--- src/core/uhmpc_defines.svh ---
`ifndef UHMPC_DEFINES_SVH
`define UHMPC_DEFINES_SVH
// ----------------------------------------
// Register offsets (byte addresses)
// ----------------------------------------
`define UHMPC_OFF_MISC 8'h68
`define UHMPC_OFF_PMCAP 8'h80
`define UHMPC_OFF_PMCSR 8'h84
`define UHMPC_OFF_MSICAP 8'h8C
// ----------------------------------------
// Misc register fields and resets
// ----------------------------------------
`define UHMPC_MISC_BASIC 0
`define UHMPC_MISC_BND64 1
`define UHMPC_MISC_PREF 2
`define UHMPC_MISC_RSV3 3
`define UHMPC_MISC_USREN 4
`define UHMPC_MISC_USRLO 5
`define UHMPC_MISC_PFLO 8
`define UHMPC_MISC_RSV15 15
`define UHMPC_MISC_RESET 16'h9000
`define UHMPC_PFLEN_RESET 7'h10
// ----------------------------------------
// Power management capability constants
// ----------------------------------------
`define UHMPC_PM_CAP_ID 8'h01
`define UHMPC_PM_NEXT_RESET 8'h8C
`define UHMPC_PM_REV 3'h3
`define UHMPC_AUX_RESET 3'h7
`define UHMPC_PME_SUPPORT 5'h1F
`define UHMPC_MSI_CAP_ID 8'h05
// Capability loadable 11-bit layout: {pmeSup, d2, d1, aux, dsi}
`define UHMPC_CAPLD_RESET 11'h7FE
`define UHMPC_PMCSR_STATE 0
`define UHMPC_PMCSR_NSR 3
`define UHMPC_PMCSR_PMEEN 8
`define UHMPC_PMCSR_DSEL 9
`define UHMPC_PMCSR_PMEST 15
// ----------------------------------------
// Read request sizes in bytes
// ----------------------------------------
`define UHMPC_MRRS_64 10'h040
`define UHMPC_MRRS_128 10'h080
`endif

--- src/core/uhmpc_pkg.sv ---
package uhmpc_pkg;
	typedef enum logic [1:0]
	{
		UHMPC_D0 = 2'b00,
		UHMPC_D1 = 2'b01,
		UHMPC_D2 = 2'b10,
		UHMPC_D3HOT = 2'b11
	} uhmpc_pstate_e;

	typedef struct packed
	{
		logic [15:0] misc;
		logic [7:0] nextPtr;
		logic [10:0] capLoad;
		logic noSoftReset;
		uhmpc_pstate_e pstate;
		logic pmeEnable;
		logic [3:0] dataSelect;
		logic pmeStatus;
		logic hotReset;
		logic [31:0] rdData;
		logic rdValid;
	} uhmpc_state_s;
endpackage

--- src/core/uhmpc_regs.sv ---
`timescale 1ns/1ps
`default_nettype none
`include "uhmpc_defines.svh"

// Overview of operation
// - Basic mode bit allows one active controller
// - Boundary bit limits read request to 64
// - Prefetch bit enables high-speed controller prefetch
// - User size bit selects 2-bit size field
// - Prefetch length field bits 14:8, reset 10h
// - Defaults loadable by SMBus or EEPROM
// - Power_cap_identifier 01h, next pointer 8Ch
// - PM revision field reads 011b
// - DSI reads 0, aux current resets 111b
// - D1 and D2 support read one
// - Wake support field reads 11111b
// - Power state field reports D0 to D3hot
// - D3 to D0 write gives internal hot reset
// - No-soft-reset bit gates that internal reset
// - Wake enable bit allows PME message
// - Wake status W1C, zero in high-speed function
// - Data select RW, scale and data zero
// - Bits 19, 22, 23 read zero
// - Msi_cap_identifier reads 05h
module uhmpc_regs
	import uhmpc_pkg::*;
#(
	parameter bit HIGH_SPEED_FUNC = 1'b1
)
(
	input wire logic ref_clk,
	input wire logic rst_b,
	input wire logic clkEn,
	input wire logic cfgRead,
	input wire logic cfgWrite,
	input wire logic [7:0] cfgAddr,
	input wire logic [31:0] cfgWrData,
	input wire logic [3:0] cfgByteEn,
	output logic [31:0] cfgRdData,
	output logic cfgRdValid,
	input wire logic loadValid,
	input wire logic [7:0] loadAddr,
	input wire logic [31:0] loadData,
	input wire logic wakeEvent,
	output logic basicMode,
	output logic [9:0] maxReadRequestBytes,
	output logic prefetchEnable,
	output logic [6:0] prefetch_length_dwords,
	output logic [1:0] powerState,
	output logic pmeRequest,
	output logic hotResetPulse
);

	// ----------------------------------------
	// Helpers
	// ----------------------------------------
	function automatic logic [31:0] mergeBytes(input logic [31:0] oldVal,
		input logic [31:0] newVal, input logic [3:0] be);
		logic [31:0] res;
		res = oldVal;
		for (int i = 0; i < 4; i++)
		begin
			if (be[i])
			begin
				res[i*8 +: 8] = newVal[i*8 +: 8];
			end
		end
		return res;
	endfunction

	// ----------------------------------------
	// Address decode
	// ----------------------------------------
	function automatic logic addrHit(input logic [7:0] addr, input logic [7:0] offset);
		return addr == offset;
	endfunction

	// ----------------------------------------
	// Read request sizing
	// ----------------------------------------
	// Boundary bit outranks the user size; reserved user codes fall back to 128
	function automatic logic [9:0] readSizeBytes(input logic [15:0] misc);
		logic [9:0] size;
		size = `UHMPC_MRRS_128;
		if (misc[`UHMPC_MISC_BND64])
		begin
			size = `UHMPC_MRRS_64;
		end
		else if (misc[`UHMPC_MISC_USREN])
		begin
			// Only code 00 is defined; reserved codes keep the safe size
			unique case (misc[`UHMPC_MISC_USRLO +: 2])
				2'h0: size = `UHMPC_MRRS_128;
				default: size = `UHMPC_MRRS_128;
			endcase
		end
		return size;
	endfunction

	// ----------------------------------------
	// Power state transitions
	// ----------------------------------------
	function automatic logic hotResetDue(input uhmpc_pstate_e prev, input logic [1:0] newState,
		input logic noSoftReset);
		logic due;
		due = 1'b0;
		if (prev == UHMPC_D3HOT && newState == 2'h0)
		begin
			// The external fundamental_reset_pin_n is never touched here
			due = !noSoftReset;
		end
		return due;
	endfunction

	// ----------------------------------------
	// Wake status update
	// ----------------------------------------
	// Set after clear, so a new event is never lost to a clear
	function automatic logic wakeStatusNext(input logic held, input logic clear, input logic set);
		logic res;
		res = held;
		if (clear)
		begin
			res = 1'b0;
		end
		if (set)
		begin
			res = 1'b1;
		end
		return res;
	endfunction

	// ----------------------------------------
	// Capability word view
	// ----------------------------------------
	// Bits 19 and 20 stay zero; bits 31:21 and the next pointer are loadable
	function automatic logic [31:0] capView(input logic [10:0] capLoad, input logic [7:0] nextPtr);
		logic [31:0] res;
		res = 32'h0000_0000;
		res[7:0] = `UHMPC_PM_CAP_ID;
		res[15:8] = nextPtr;
		res[18:16] = `UHMPC_PM_REV;
		res[31:21] = capLoad;
		return res;
	endfunction

	uhmpc_state_s cur;
	uhmpc_state_s nxt;
	logic [31:0] miscWord;
	logic [31:0] capWord;
	logic [31:0] pmcsrWord;
	logic [31:0] mw;
	logic [31:0] pw;
	logic wrMiscHit;
	logic wrPmHit;
	logic wakeClear;
	logic wakeSet;

	// ----------------------------------------
	// Request decode
	// ----------------------------------------
	assign wrMiscHit = cfgWrite && addrHit(cfgAddr, `UHMPC_OFF_MISC);
	assign wrPmHit = cfgWrite && addrHit(cfgAddr, `UHMPC_OFF_PMCSR);
	assign wakeClear = wrPmHit && cfgByteEn[1] && cfgWrData[`UHMPC_PMCSR_PMEST];
	// High-speed function has no wake status, so events are ignored there
	assign wakeSet = wakeEvent && !HIGH_SPEED_FUNC;

	// ----------------------------------------
	// Read views
	// ----------------------------------------
	always_comb
	begin
		miscWord = {16'h0000, cur.misc};
		miscWord[7] = 1'b0;
		capWord = capView(cur.capLoad, cur.nextPtr);
		pmcsrWord = 32'h0000_0000;
		pmcsrWord[1:0] = cur.pstate;
		pmcsrWord[`UHMPC_PMCSR_NSR] = cur.noSoftReset;
		pmcsrWord[`UHMPC_PMCSR_PMEEN] = cur.pmeEnable;
		pmcsrWord[12:9] = cur.dataSelect;
		pmcsrWord[`UHMPC_PMCSR_PMEST] = cur.pmeStatus;
	end

	// ----------------------------------------
	// Next state
	// ----------------------------------------
	always_comb
	begin
		nxt = cur;
		nxt.hotReset = 1'b0;
		nxt.rdValid = cfgRead;
		mw = mergeBytes({16'h0000, cur.misc}, cfgWrData, cfgByteEn);
		pw = mergeBytes(pmcsrWord, cfgWrData, cfgByteEn);
		if (cfgRead)
		begin
			unique case (cfgAddr)
				`UHMPC_OFF_MISC: nxt.rdData = miscWord;
				`UHMPC_OFF_PMCAP: nxt.rdData = capWord;
				`UHMPC_OFF_PMCSR: nxt.rdData = pmcsrWord;
				`UHMPC_OFF_MSICAP: nxt.rdData = {24'h000000, `UHMPC_MSI_CAP_ID};
				default: nxt.rdData = 32'h0000_0000;
			endcase
		end
		// Side-band default load; reset defaults replaced after reset
		if (loadValid)
		begin
			unique case (loadAddr)
				`UHMPC_OFF_MISC: nxt.misc = loadData[15:0];
				`UHMPC_OFF_PMCAP:
				begin
					nxt.nextPtr = loadData[15:8];
					nxt.capLoad = loadData[31:21];
				end
				`UHMPC_OFF_PMCSR: nxt.noSoftReset = loadData[`UHMPC_PMCSR_NSR];
				default: ;
			endcase
		end
		if (wrMiscHit)
		begin
			nxt.misc = mw[15:0];
		end
		if (wrPmHit)
		begin
			if (cfgByteEn[0])
			begin
				nxt.pstate = uhmpc_pstate_e'(pw[1:0]);
				// Hot reset without the fundamental_reset_pin_n
				if (hotResetDue(cur.pstate, pw[1:0], cur.noSoftReset))
				begin
					nxt.hotReset = 1'b1;
				end
			end
			nxt.pmeEnable = pw[`UHMPC_PMCSR_PMEEN];
			nxt.dataSelect = pw[12:9];
		end
		// Set wins over a clear in the same cycle
		nxt.pmeStatus = wakeStatusNext(cur.pmeStatus, wakeClear, wakeSet);
		if (cur.hotReset)
		begin
			// Internal reset restores power state, wake enable and data select, not misc, wake status or the loaded fields
			nxt.pstate = UHMPC_D0;
			nxt.pmeEnable = 1'b0;
			nxt.dataSelect = 4'h0;
		end
	end

	always_ff @(posedge ref_clk or negedge rst_b)
	begin
		if (!rst_b)
		begin
			cur.misc <= `UHMPC_MISC_RESET;
			cur.nextPtr <= `UHMPC_PM_NEXT_RESET;
			cur.capLoad <= `UHMPC_CAPLD_RESET;
			cur.noSoftReset <= 1'b1;
			cur.pstate <= UHMPC_D0;
			cur.pmeEnable <= 1'b0;
			cur.dataSelect <= 4'h0;
			cur.pmeStatus <= 1'b0;
			cur.hotReset <= 1'b0;
			cur.rdData <= 32'h0000_0000;
			cur.rdValid <= 1'b0;
		end
		else if (clkEn)
		begin
			cur <= nxt;
		end
	end

	// ----------------------------------------
	// Outputs
	// ----------------------------------------
	assign cfgRdData = cur.rdData;
	assign cfgRdValid = cur.rdValid;
	assign basicMode = cur.misc[`UHMPC_MISC_BASIC];
	assign prefetchEnable = cur.misc[`UHMPC_MISC_PREF];
	assign prefetch_length_dwords = cur.misc[14:8];
	assign powerState = cur.pstate;
	assign pmeRequest = cur.pmeEnable & cur.pmeStatus;
	assign hotResetPulse = cur.hotReset;

	// Straight from registers, so a new size applies the cycle after the write
	always_comb
	begin
		maxReadRequestBytes = readSizeBytes(cur.misc);
	end

endmodule
`default_nettype wire

--- config.mk ---
export PLATFORM = sky130hd
export DESIGN_NAME = uhmpc_regs
export DESIGN_NICKNAME = d
export VERILOG_FILES = /design/src/core/uhmpc_pkg.sv /design/src/core/uhmpc_regs.sv
export VERILOG_INCLUDE_DIRS = /design/src /design/src/core
export SDC_FILE = /design/constraint.sdc
export NUM_CORES = 1
export LEC_CHECK = 0
export BUFFER_PORTS_ARGS = -buffer_cell sky130_fd_sc_hd__buf_2
export CAP_MARGIN = 20
export CORE_AREA = 3 3 94 96
export CTS_BUF_LIST = sky130_fd_sc_hd__clkbuf_2 sky130_fd_sc_hd__clkbuf_4 sky130_fd_sc_hd__clkbuf_8
export DETAILED_ROUTE_END_ITERATION = 7
export DIE_AREA = 0 0 97 99
export PLACE_DENSITY = 0.77
export SYNTH_ARGS = -nofsm -noshare
export SYNTH_HDL_FRONTEND = slang
export SYNTH_SLANG_ARGS = --single-unit
--- constraint.sdc ---
create_clock -name ref_clk -period 0.9 [get_ports ref_clk]
set_input_delay 0.225 -clock ref_clk [delete_from_list [all_inputs] [get_ports ref_clk]]
set_output_delay 0.225 -clock ref_clk [all_outputs]
set_load 0.01 [all_outputs]
---- Word level (Yosys, flattened, before mapping) ----
Index checks and enable logic that the tools add are counted.
storage, ports and cells
  register bits ........................... 76
  input bits .............................. 91
  word-level logic and storage cells ...... 58
operators by class
  equal/unequal tests ..................... 10
  mux-type cells .......................... 20
  reduce and logical (&&, ||, !) cells .... 17
operators with widths
  kind                                                 number
  one-hot mux 32 bit (4 select lines)                  1
  equality test 8 bit, second input constant           5
  2-to-1 mux 36 bit                                    1
  2-to-1 mux 16 bit                                    2
  2-to-1 mux 8 bit                                     3
  2-to-1 mux 19 bit                                    1
  equality test 8 x 7 -> 1 bit, second input constant  2
  2-to-1 mux 7 bit                                     2
  AND reduction 3 bit                                  4
  nonzero test 2 bit                                   5
  AND reduction 4 bit                                  2
  2-to-1 mux 1 bit                                     7
  2-to-1 mux 5 bit                                     1
  2-to-1 mux 2 bit                                     2
  inequality test 2 bit, second input constant         2
  logical AND 1 bit                                    3
  equality test 2 bit, second input constant           1
  logical NOT 2 bit                                    1
  AND reduction 2 bit                                  1
  logical NOT 1 bit                                    1

---- Depth between registers and ports, before layout ----
Gate-level depths: netlist of the first run.
  word-level depth ........................ 9
  gate-level depth with buffers ........... 7
  depth with buffers taken out ............ 4

---- Worst setup path after synthesis of the first run ----
No wires, ideal clock.
  path kind ............................... input to register
  from .................................... input port cfgAddr[5]
  to ...................................... register cur[35] in the netlist's numbering
  library setup time ...................... 121 ps
  arrival time ............................ 1606 ps
  data required time ...................... 779 ps
  path slack .............................. -826 ps
  stages on the path ...................... 5
  buffers on the path ..................... 1
  cell sequence ........................... or4b_1 buf_2 nor3_4 a32oi_2 a22o_1
on the way
  word-level cells in the longest chain between the ends .. 4
ends and longest elaborated chain
  item                                  line               text
  start: declaration                    uhmpc_regs.sv:36   input wire logic [7:0] cfgAddr,
  equality test 8 bit                   uhmpc_regs.sv:75   return addr == offset;
  logical AND 1 bit                     uhmpc_regs.sv:163  assign wrPmHit = cfgWrite && addrHit(cfgAddr, `UHMPC_OFF_PMCSR);
  nonzero test 2 bit (no source line)   n/a
  AND reduction 3 bit (no source line)  n/a
  end signal: assignment                uhmpc_regs.sv:265  cur <= nxt;
  end: declaration                      uhmpc_regs.sv:147  uhmpc_state_s cur;
No other way between the ends.
A chain may end at the register's enable or synchronous reset.

---- Worst setup path after layout of the first run ----
  from .................................... input port cfgAddr[6]
  to ...................................... register cur (netlist bit cfgRdData[8])
on the way
  word-level cells in the longest chain between the ends .. 2
  elaborated cells between the ends (all ways) .. 5
ends and longest elaborated chain
  item                                                                        line               text
  equality test 8 bit / equality test 8 x 7 -> 1 bit (equally long branches)  uhmpc_regs.sv:196  unique case (cfgAddr)
  one-hot mux 32 bit (4 select lines) *                                       uhmpc_regs.sv:196
Every way passes the cells marked *; elsewhere a longest branch is shown, timed or not.

==> run summary, run 1 <==
CTS tree - built
Max Clk Rate - 714.9 MHz
Die Ht - 99 um
Cells after synthesis - 343
Dpl cells - 549
Clock H-tree levels - 3
Part of the power in combinational logic - 0.156
PortBufs - 107
Placer congestion estimate - 0.8690
Layout Nets - 588
Synth-to-Final Area Change - 53.37%
Post-route minimum period - 1399 ps
Drt pass-1 iters - 4
P_sw - 1.832 mW
Hold WS - 108.0 ps
Worst slack at placement - -843.8 ps
Final setup violation count - 112
Internal power - 5.169 mW
Slew Viols, Final - 0
PnR Total Power - 7.001 mW
Share of power burned in registers - 0.481
Post-layout util - 0.6799
Switching Fraction - 0.2616
Max Root-Sink Buffers - 2
Initial antenna violation count - 0
Antenna Diode Count - 0
Clock sinks - 71
RSZ-0062 raised after global routing - yes
DR DRC count - 0
Total power divided by cell area - 1266 nW/um^2
Die width - 97 um
Post-Route WL - 10.46 mm
Critical path required time - 1150 ps
Maximum capacitance violations - 0
Routed wire per std cell - 17.22 um
Worst setup SP type - input pin
Setup CP Type - input pin to flip-flop
Status - finished with violations
Synth Flop Type - dfrtp_1
Die Area - 9603 um^2
Element type at the critical path end - flip-flop
Fin. Hold Viols - 0
Total core area - 8134 um^2
Lkg Pwr - 2.678 nW
Max rail drop VDD - 0.7210 mV
Syn avg cell area - 10.51 um^2
# rows - 33
Final period utilization - 1.554
CP max FO - 4
Layout cells sized above 1 - 0.6454
Hold/Removal Path Class - input pin to flip-flop
CTS root buf - clkbuf_8
EDFF count, synth - 0
WP data arrival - 1650 ps
Global-route wire length before repair - 16.68 mm
Final Non-Filler Cells - 607
Clock share of power - 0.362
Netlist Area Pre-Place - 3606 um^2
Clk_skew - 8.107 ps
# IOs - 147
Clk_lat worst skew - 340 ps
Post-synthesis sequential area ratio - 0.4983
Failing checks - negative setup slack
DRT antenna net count - 0
Final WS setup - -498.9 ps
Vias in the first global route - 3334
GRT Util Overall - 0.2185
Yosys warning count - 0
Largest net degree at the start of global routing - 22
Seq. cell area - 1797 um^2
Initial core utilization - 0.4433
Remaining global-route overflow - 0
Ys async rst share - 1.000
CTS buffer count - 9
Drt first-iter violations - 170
Via Count - 3157
Synth unique cells - 44
Multi-input logic area - 1831 um^2
Number of fill cells - 597
Post-detail-place hpwl - 7.206 mm
Number of synthesized register bits - 71
Reg clk slew, reported paths - 80 ps
Vias per cell - 5.201
[what timing repair did]
item                                   4_1_cts  5_1_grt
pin swaps                                   41       16
hold buffers                                 1        0
setup endpoints to repair                  112      114
buffers inserted                            31       11
endpoints found under the hold margin       55        0
resized for setup                           62       26
[stage by stage]
step | cell area (um^2) | setup TNS (ps)
final | 5530 | -31100
after global routing | 5530 | -35680
after CTS | 5309 | -31390
after detailed placement | 4567 | -47680
after global placement | 4567 | -45620
after floorplan | 3901 | -35240
[metal layers]
metal	global-route usage	vias up	routed length [um]	share of wire
met4	0.1015	0	159	0.015
met5	0	-	0	0
met1	0.2741	1556	4452	0.43
li1	-	1473	-	-
met3	0.03609	12	658	0.063
met2	0.3705	116	5184	0.50
[worst paths after layout]
| check | from | to | slack (ps) | cells past startpoint |
|---|---|---|---|---|
| max in group asynchronous | rst_b | capWord[11] | 140 | 3 |
| min in group asynchronous | rst_b | cfgRdData[13] | 280 | 2 |
| hold reg to reg | cfgRdData[25] | cfgRdData[25] | 490 | 2 |
| hold / removal | loadData[23] | capWord[23] | 110 | 2 |
| setup reg to reg | hotResetPulse | cur[37] | -220 | 4 |
| setup / recovery | cfgAddr[6] | cfgRdData[8] | -500 | 6 |
[power groups by stage]
stage / Clock [mW] / Sequential, mW / Combinational [mW]
4_1_cts: 2.58 / 3.37 / 1.03
3_3_place_gp: 0 / 3.43 / 0.801
6_report: 2.54 / 3.37 / 1.10
2_1_floorplan: 0 / 3.42 / 0.458
3_5_place_dp: 0 / 3.44 / 0.818
5_1_grt: 2.70 / 3.38 / 1.17
[flip-flops by register name, indices dropped and copies added (netlist names)]
register and flops:
prefetchEnable 1, capWord 19, prefetch_length_dwords 7, cfgRdData 27, powerState 2, cur 12
cfgRdValid 1, hotResetPulse 1, basicMode 1
[critical path, cell delays in order]
cell and delay (ps):
buf_6 100, or4b_4 580, nor3_4 270, buf_6 180, a221oi_4 70, a211oi_2 210
[cells by family (layout without fill, tap and decap cells)]
family                 count (synthesis)  in the layout  share of synthesized area
other                                  1             13                   0.001040
AOI/OAI and AO/OA                     67             67                     0.1364
muxes                                 23             23                    0.07079
buffers and inverters                 79            226                     0.1398
and+or+nand+nor                      102            102                     0.1537
DFF                                   71             71                     0.4983
[cell usage in the layout (no fill, tap or decap), types with 4 or more instances in the layout]
cell / count
dfrtp_1: 55
clkbuf_8: 9
mux2_2: 20
buf_6: 24
buf_12: 13
o22ai_1: 7
nand2_2: 4
nand2_1: 46
buf_2: 92
o2bb2ai_2: 5
a211oi_2: 4
a22oi_2: 17
a22o_1: 5
nand3_4: 4
buf_4: 65
dfstp_2: 16
nand3_2: 11
nor2_1: 6
conb_1: 13
inv_1: 12
o21ai_1: 8
[cell usage after synthesis (all sizes together) (5+ instances only)]
cell,n,area share
nor2,8,0.010
clkbuf,6,0.0062
nand2,50,0.052
dfrtp,55,0.38
buf,61,0.12
o2bb2ai,8,0.019
dfstp,16,0.12
a22oi,20,0.042
a22o,5,0.012
mux2,20,0.062
nor3,6,0.018
inv,12,0.012
o22ai,9,0.016
o21ai,11,0.015
nand3,18,0.025
[area by class of cell]
type | count | area share
multi-input combinational | 205 | 0.3310
sequential | 71 | 0.3249
timing repair buffer | 198 | 0.2774
clock buffer | 10 | 0.02376
tap | 105 | 0.02376
clock inverter | 6 | 0.01109
inverter | 12 | 0.008145
No activity file was read; power rests on OpenSTA's default activity.
==> inputs of run 2 (changes only) <==
--- a/config.mk
+++ b/config.mk
@@ -12,7 +12,7 @@
 export CTS_BUF_LIST = sky130_fd_sc_hd__clkbuf_2 sky130_fd_sc_hd__clkbuf_4 sky130_fd_sc_hd__clkbuf_8
 export DETAILED_ROUTE_END_ITERATION = 7
 export DIE_AREA = 0 0 97 99
-export PLACE_DENSITY = 0.77
+export PLACE_DENSITY = 0.76
 export SYNTH_ARGS = -nofsm -noshare
 export SYNTH_HDL_FRONTEND = slang
 export SYNTH_SLANG_ARGS = --single-unit
==> constraint.sdc (replaced) <==
create_clock -name ref_clk -period 0.9 [get_ports ref_clk]
set_input_delay 0.045 -clock ref_clk [delete_from_list [all_inputs] [get_ports ref_clk]]
set_output_delay 0.045 -clock ref_clk [all_outputs]
set_load 0.01 [all_outputs]
==> run summary, run 2 (synthesis gave the netlist of run 1 again) <==
Lkg Pwr - 2.948 nW (was 2.678 nW)
Layout cells sized above 1 - 0.6245 (was 0.6454)
Post-Route WL - 12.63 mm (was 10.46 mm)
Max Clk Rate - 821.9 MHz (was 714.9 MHz)
CP max FO - 5 (was 4)
PortBufs - 107 (unchanged)
CTS buffer count - 9 (unchanged)
Synth-to-Final Area Change - 69.81% (was 53.37%)
Hold endpoint - basicMode (was capWord[23])
Hold depth - 3 (was 2)
Slew Viols, Final - 0 (unchanged)
Routed wire per std cell - 19.16 um (was 17.22 um)
Status - finished with violations (unchanged)
Layout Nets - 640 (was 588)
Clk_lat worst skew - 360 ps (was 340 ps)
Worst setup SP type - input pin (unchanged)
Hold Crit Start - loadData[0] (was loadData[23])
Setup CP Type - input pin to flip-flop (unchanged)
Placer congestion estimate - 0.8698 (was 0.8690)
Total power divided by cell area - 1188 nW/um^2 (was 1266 nW/um^2)
Reg clk slew, reported paths - 80 ps (about the same)
Setup TNS - -12140 ps (was -31100 ps)
Element type at the critical path end - flip-flop (unchanged)
Die width - 97 um (unchanged)
Commonest non-fill, non-tap cell in the layout - buf_2 (unchanged)
Clk_skew - 7.053 ps (was 8.107 ps)
Number of flip-flops in the largest register - 27 (unchanged)
Die Ht - 99 um (unchanged)
DR DRC count - 0 (unchanged)
Slew of the pin with the lowest slew margin - 778.6 ps
Failing checks - negative setup slack (unchanged)
Post-detail-place hpwl - 7.263 mm (was 7.206 mm)
Antenna Diode Count - 0 (unchanged)
Total core area - 8134 um^2 (unchanged)
CTS root buf - clkbuf_8 (unchanged)
Die Area - 9603 um^2 (unchanged)
Clock sinks - 71 (unchanged)
Max Root-Sink Buffers - 2 (unchanged)
Maximum capacitance violations - 0 (unchanged)
Final setup violation count - 104 (was 112)
Initial antenna violation count - 0 (unchanged)
GRT Util Overall - 0.2461 (was 0.2185)
Via Count - 3507 (was 3157)
Slew margin rel. - 0.4770
WP data arrival - 1420 ps (was 1650 ps)
DRT antenna net count - 0 (unchanged)
Final WS setup - -316.8 ps (was -498.9 ps)
Post-layout util - 0.7528 (was 0.6799)
Global-route wire length before repair - 18.49 mm (was 16.68 mm)
End of the worst register-to-register path - cfgRdData[10] (was cur[37])
Vias per cell - 5.322 (was 5.201)
Reg2reg path depth - 4 (unchanged)
# rows - 33 (unchanged)
Max rail drop VDD - 0.7503 mV (was 0.7210 mV)
Remaining global-route overflow - 0 (unchanged)
# IOs - 147 (unchanged)
Post-route minimum period - 1217 ps (was 1399 ps)
Vias in the first global route - 3578 (was 3334)
Largest net degree at the start of global routing - 24 (was 22)
Hold/Removal Path Class - input pin to flip-flop (unchanged)
Fin. Hold Viols - 0 (unchanged)
Drt pass-1 iters - 4 (unchanged)
Clock H-tree levels - 3 (unchanged)
Reg2reg start - capWord[10] (was hotResetPulse)
Critical path required time - 1100 ps (was 1150 ps)
RSZ-0062 raised after global routing - yes (unchanged)
CTS tree - built (unchanged)
Final period utilization - 1.352 (was 1.554)
Flop2flop setup slack - -190 ps (was -220 ps)
Initial core utilization - 0.4433 (unchanged)
Commonest non-fill, non-tap cells in the layout - 85 x buf_2, 71 x buf_4, 55 x dfrtp_1 (was 92 x buf_2, 65 x buf_4, 55 x dfrtp_1)
Drt first-iter violations - 118 (was 170)
==> run 2: repair_timing <==
action	4_1_cts	5_1_grt
hold buffers	39	1
setup endpoints to repair	99	112
gates cloned	4	1
buffers inserted	26	25
pin swaps	29	20
endpoints found under the hold margin	95	1
gates resized for setup	71	42
==> run 2: power by group <==
group | switching [mW] | internal (mW)
sequential | 0.0819 | 3.31
combinational | 0.590 | 0.687
clock | 1.33 | 1.28
==> run 2: final cells by class <==
cell class	count	area, um^2
repair buffers	249	2110
fillers	487	2011
multi-input cells	206	1844
flip-flops and latches	71	1797
well taps	105	131.4
clock buffers	9	123.9
clock inverters	7	72.57
inverters	12	45.04
==> run 2: how the worst max path moves through the flow <==
stage,from,to,slack [ps],depth (start not counted)
final,cfgAddr[5],cfgRdData[9],-320,7
after global routing,cfgAddr[5],cfgRdData[9],-410,6
after CTS,cfgAddr[5],cfgRdData[12],-280,6
after detailed placement,cfgAddr[1],cfgRdData[3],-680,5
after global placement,cfgAddr[1],cfgRdData[3],-630,5
after floorplan,cfgAddr[5],cur[35],-580,5
==> run 2: per-layer routing <==
layer  GRT usage  up-vias  wire (um)
met4     0.08855        0        406
met5           0        -          0
met2      0.4262      149       6458
li1            -     1566          -
met1      0.2976     1761       5003
met3     0.06299       31        760
==> run 2: worst max-delay path: stages <==
cell and delay, ps:
buf_6 100, buf_4 120, buf_4 140, nand4bb_4 170
nor2_4 90, nor3_1 650, a211oi_1 110
==> run 2: metrics by stage <==
step	cells	worst slack (ps)	instance area [um^2]	hold slack [ps]	power, mW
floorplan	355	-575.4	3889	-250.6	3.873
global placement	552	-626.8	4543	-32.54	4.228
detailed placement	552	-681.9	4543	-30.38	4.260
CTS	636	-277.3	5756	0.2795	7.149
global route	659	-406.6	6123	5.154	7.515
finish	659	-316.8	6123	1.181	7.276
==> inputs of run 3 (changes only) <==
--- a/config.mk
+++ b/config.mk
@@ -8,10 +8,10 @@
 export LEC_CHECK = 0
 export BUFFER_PORTS_ARGS = -buffer_cell sky130_fd_sc_hd__buf_2
 export CAP_MARGIN = 20
-export CORE_AREA = 3 3 94 96
+export CORE_AREA = 2 2 93 95
 export CTS_BUF_LIST = sky130_fd_sc_hd__clkbuf_2 sky130_fd_sc_hd__clkbuf_4 sky130_fd_sc_hd__clkbuf_8
 export DETAILED_ROUTE_END_ITERATION = 7
-export DIE_AREA = 0 0 97 99
+export DIE_AREA = 0 0 95 97
 export PLACE_DENSITY = 0.76
 export SYNTH_ARGS = -nofsm -noshare
 export SYNTH_HDL_FRONTEND = slang
==> run summary, run 3 (synthesis gave the netlist of run 1 again) <==
Max rail drop VDD - 1.127 mV (was 0.7503 mV)
Initial antenna violation count - 0 (unchanged)
Die Area - 9215 um^2 (was 9603 um^2)
Critical path required time - 1150 ps (was 1100 ps)
CTS root buf - clkbuf_8 (unchanged)
CP max FO - 4 (was 5)
Part of the power in combinational logic - 0.165 (was 0.175)
Share of power burned in registers - 0.451 (was 0.466)
Global-route wire length before repair - 18.16 mm (was 18.49 mm)
# rows - 33 (unchanged)
Vias per cell - 5.426 (was 5.322)
Lkg Pwr - 2.837 nW (was 2.948 nW)
Switching Fraction - 0.2624 (was 0.2747)
Final Non-Filler Cells - 643 (was 659)
# IOs - 147 (unchanged)
CTS tree - built (unchanged)
Worst slack at placement - -673.5 ps (was -681.9 ps)
Buf/Inv on CP - 2 (was 3)
PortBufs - 107 (unchanged)
Final period utilization - 1.418 (was 1.352)
Hold Crit Start - loadData[6] (was loadData[0])
Final WS setup - -376.4 ps (was -316.8 ps)
Antenna Diode Count - 0 (unchanged)
CP cell instances - buf_6, or4b_4, nor3_4, buf_4, nand3_2, mux2i_1 (was buf_6, buf_4, buf_4, nand4bb_4, nor2_4, nor3_1, a211oi_1)
Worst setup SP type - input pin (unchanged)
Hold WS - -0.003220 ps (was 1.181 ps)
RSZ-0062 raised after global routing - yes (unchanged)
Reg2reg path depth - 3 (was 4)
WP data arrival - 1520 ps (was 1420 ps)
Reg2reg start - hotResetPulse (was capWord[10])
Slew Viols, Final - 0 (unchanged)
Flop2flop setup slack - -180 ps (was -190 ps)
Post-route minimum period - 1276 ps (was 1217 ps)
Maximum capacitance violations - 0 (unchanged)
Synth-to-Final Area Change - 65.06% (was 69.81%)
Clk_skew - 7.996 ps (was 7.053 ps)
Die Ht - 97 um (was 99 um)
Max Clk Rate - 783.5 MHz (was 821.9 MHz)
Failing checks - negative hold slack, negative setup slack (was negative setup slack)
P_sw - 1.967 mW (was 1.999 mW)
Total power divided by cell area - 1259 nW/um^2 (was 1188 nW/um^2)
Layout cells sized above 1 - 0.6059 (was 0.6245)
Fin. Hold Viols - 1 (was 0)
Placer congestion estimate - 0.8729 (was 0.8698)
Setup CP Type - input pin to flip-flop (unchanged)
Max incr delay on CP - 590 ps (was 650 ps)
Drt pass-1 iters - 4 (unchanged)
Layout Nets - 624 (was 640)
Hold endpoint - cur[68] (was basicMode)
Dpl cells - 544 (was 552)
Routed wire per std cell - 18.75 um (was 19.16 um)
Element type at the critical path end - flip-flop (unchanged)
Reg clk slew, reported paths - 80 ps (about the same)
Hold depth - 3 (unchanged)
Commonest non-fill, non-tap cells in the layout - 86 x buf_2, 62 x buf_4, 55 x dfrtp_1 (was 85 x buf_2, 71 x buf_4, 55 x dfrtp_1)
DRT antenna net count - 0 (unchanged)
Clock sinks - 71 (unchanged)
GRT Util Overall - 0.2574 (was 0.2461)
Number of flip-flops in the largest register - 27 (unchanged)
Final setup violation count - 111 (was 104)
Clock share of power - 0.384 (was 0.359)
Max Root-Sink Buffers - 2 (unchanged)
Clock H-tree levels - 3 (unchanged)
Remaining global-route overflow - 0 (unchanged)
End of the worst register-to-register path - cur[38] (was cfgRdData[10])
Top delay family on crit path - simple AND/OR/NAND/NOR gates (unchanged)
Post-Route WL - 12.05 mm (was 12.63 mm)
Drt first-iter violations - 162 (was 118)
Internal power - 5.529 mW (was 5.278 mW)
Post-detail-place hpwl - 6.773 mm (was 7.263 mm)
Slowest cell on crit path - or4b_4 (was nor3_1)
Number of fill cells - 559 (was 487)
Commonest non-fill, non-tap cell in the layout - buf_2 (unchanged)
Initial core utilization - 0.4433 (unchanged)
Status - finished with violations (unchanged)
Setup TNS - -12600 ps (was -12140 ps)
Vias in the first global route - 3641 (was 3578)
Total core area - 8134 um^2 (unchanged)
Die width - 95 um (was 97 um)
DR DRC count - 0 (unchanged)
Hold/Removal Path Class - input pin to flip-flop (unchanged)
Via Count - 3489 (was 3507)
CTS buffer count - 9 (unchanged)
Largest net degree at the start of global routing - 72 (was 24)
Clk_lat worst skew - 350 ps (was 360 ps)
run 3: layer usage:
layer	part of all wire	vias to the layer above	global-route usage
met4	0.034	0	0.1059
met1	0.39	1748	0.3111
li1	-	1546	-
met2	0.51	159	0.4452
met5	0	-	0
met3	0.061	36	0.04673
run 3: per-stage QoR:
step / cell area [um^2] / power [mW] / utilization
3_5_place_dp: 4471 / 4.217 / 0.5496
5_1_grt: 5952 / 7.781 / 0.7317
6_report: 5952 / 7.496 / 0.7317
2_1_floorplan: 3889 / 3.873 / -
3_3_place_gp: 4471 / 4.189 / 0.5496
4_1_cts: 5624 / 7.378 / 0.6914
run 3: layout make-up:
cell class	instances	area, um^2	area share
clock buffer	9	123.9	0.02081
clock inverter	7	95.09	0.01598
inverter	12	45.04	0.007568
multi-input combinational	206	1843	0.3096
sequential	71	1797	0.3019
tap	105	131.4	0.02207
timing repair buffer	233	1917	0.3221
run 3: worst register-to-register path, stage by stage, from the launching register on:
cell	delay [ps]
dfrtp_1	450
inv_1	90
and4_2	240
a22o_1	200
run 3: what timing repair did:
action | 4_1_cts | 5_1_grt
resized for setup | 60 | 36
pin swaps | 31 | 24
endpoints found under the setup margin | 99 | 112
endpoints found under the hold margin | 93 | 0
setup buffers | 29 | 14
hold buffers | 39 | 0
gates cloned | 1 | 0
run 3: power groups by stage:
stage	Sequential [mW]	Clock [mW]	Combinational, mW
4_1_cts	3.37	2.91	1.10
6_report	3.38	2.88	1.24
5_1_grt	3.39	3.07	1.32
2_1_floorplan	3.42	0	0.454
3_3_place_gp	3.43	0	0.757
3_5_place_dp	3.44	0	0.781
run 3: worst max path at each step:
stage	from	cells after the start	endpoint	slack [ps]
3_3_place_gp	cfgAddr[1]	7	cur[67]	-610
3_5_place_dp	cfgAddr[5]	6	powerState[1]	-670
5_1_grt	cfgAddr[5]	6	powerState[1]	-390
6_report	cfgAddr[5]	6	powerState[1]	-380
4_1_cts	cfgAddr[5]	6	cfgRdData[8]	-260
2_1_floorplan	cfgAddr[5]	5	cur[35]	-580
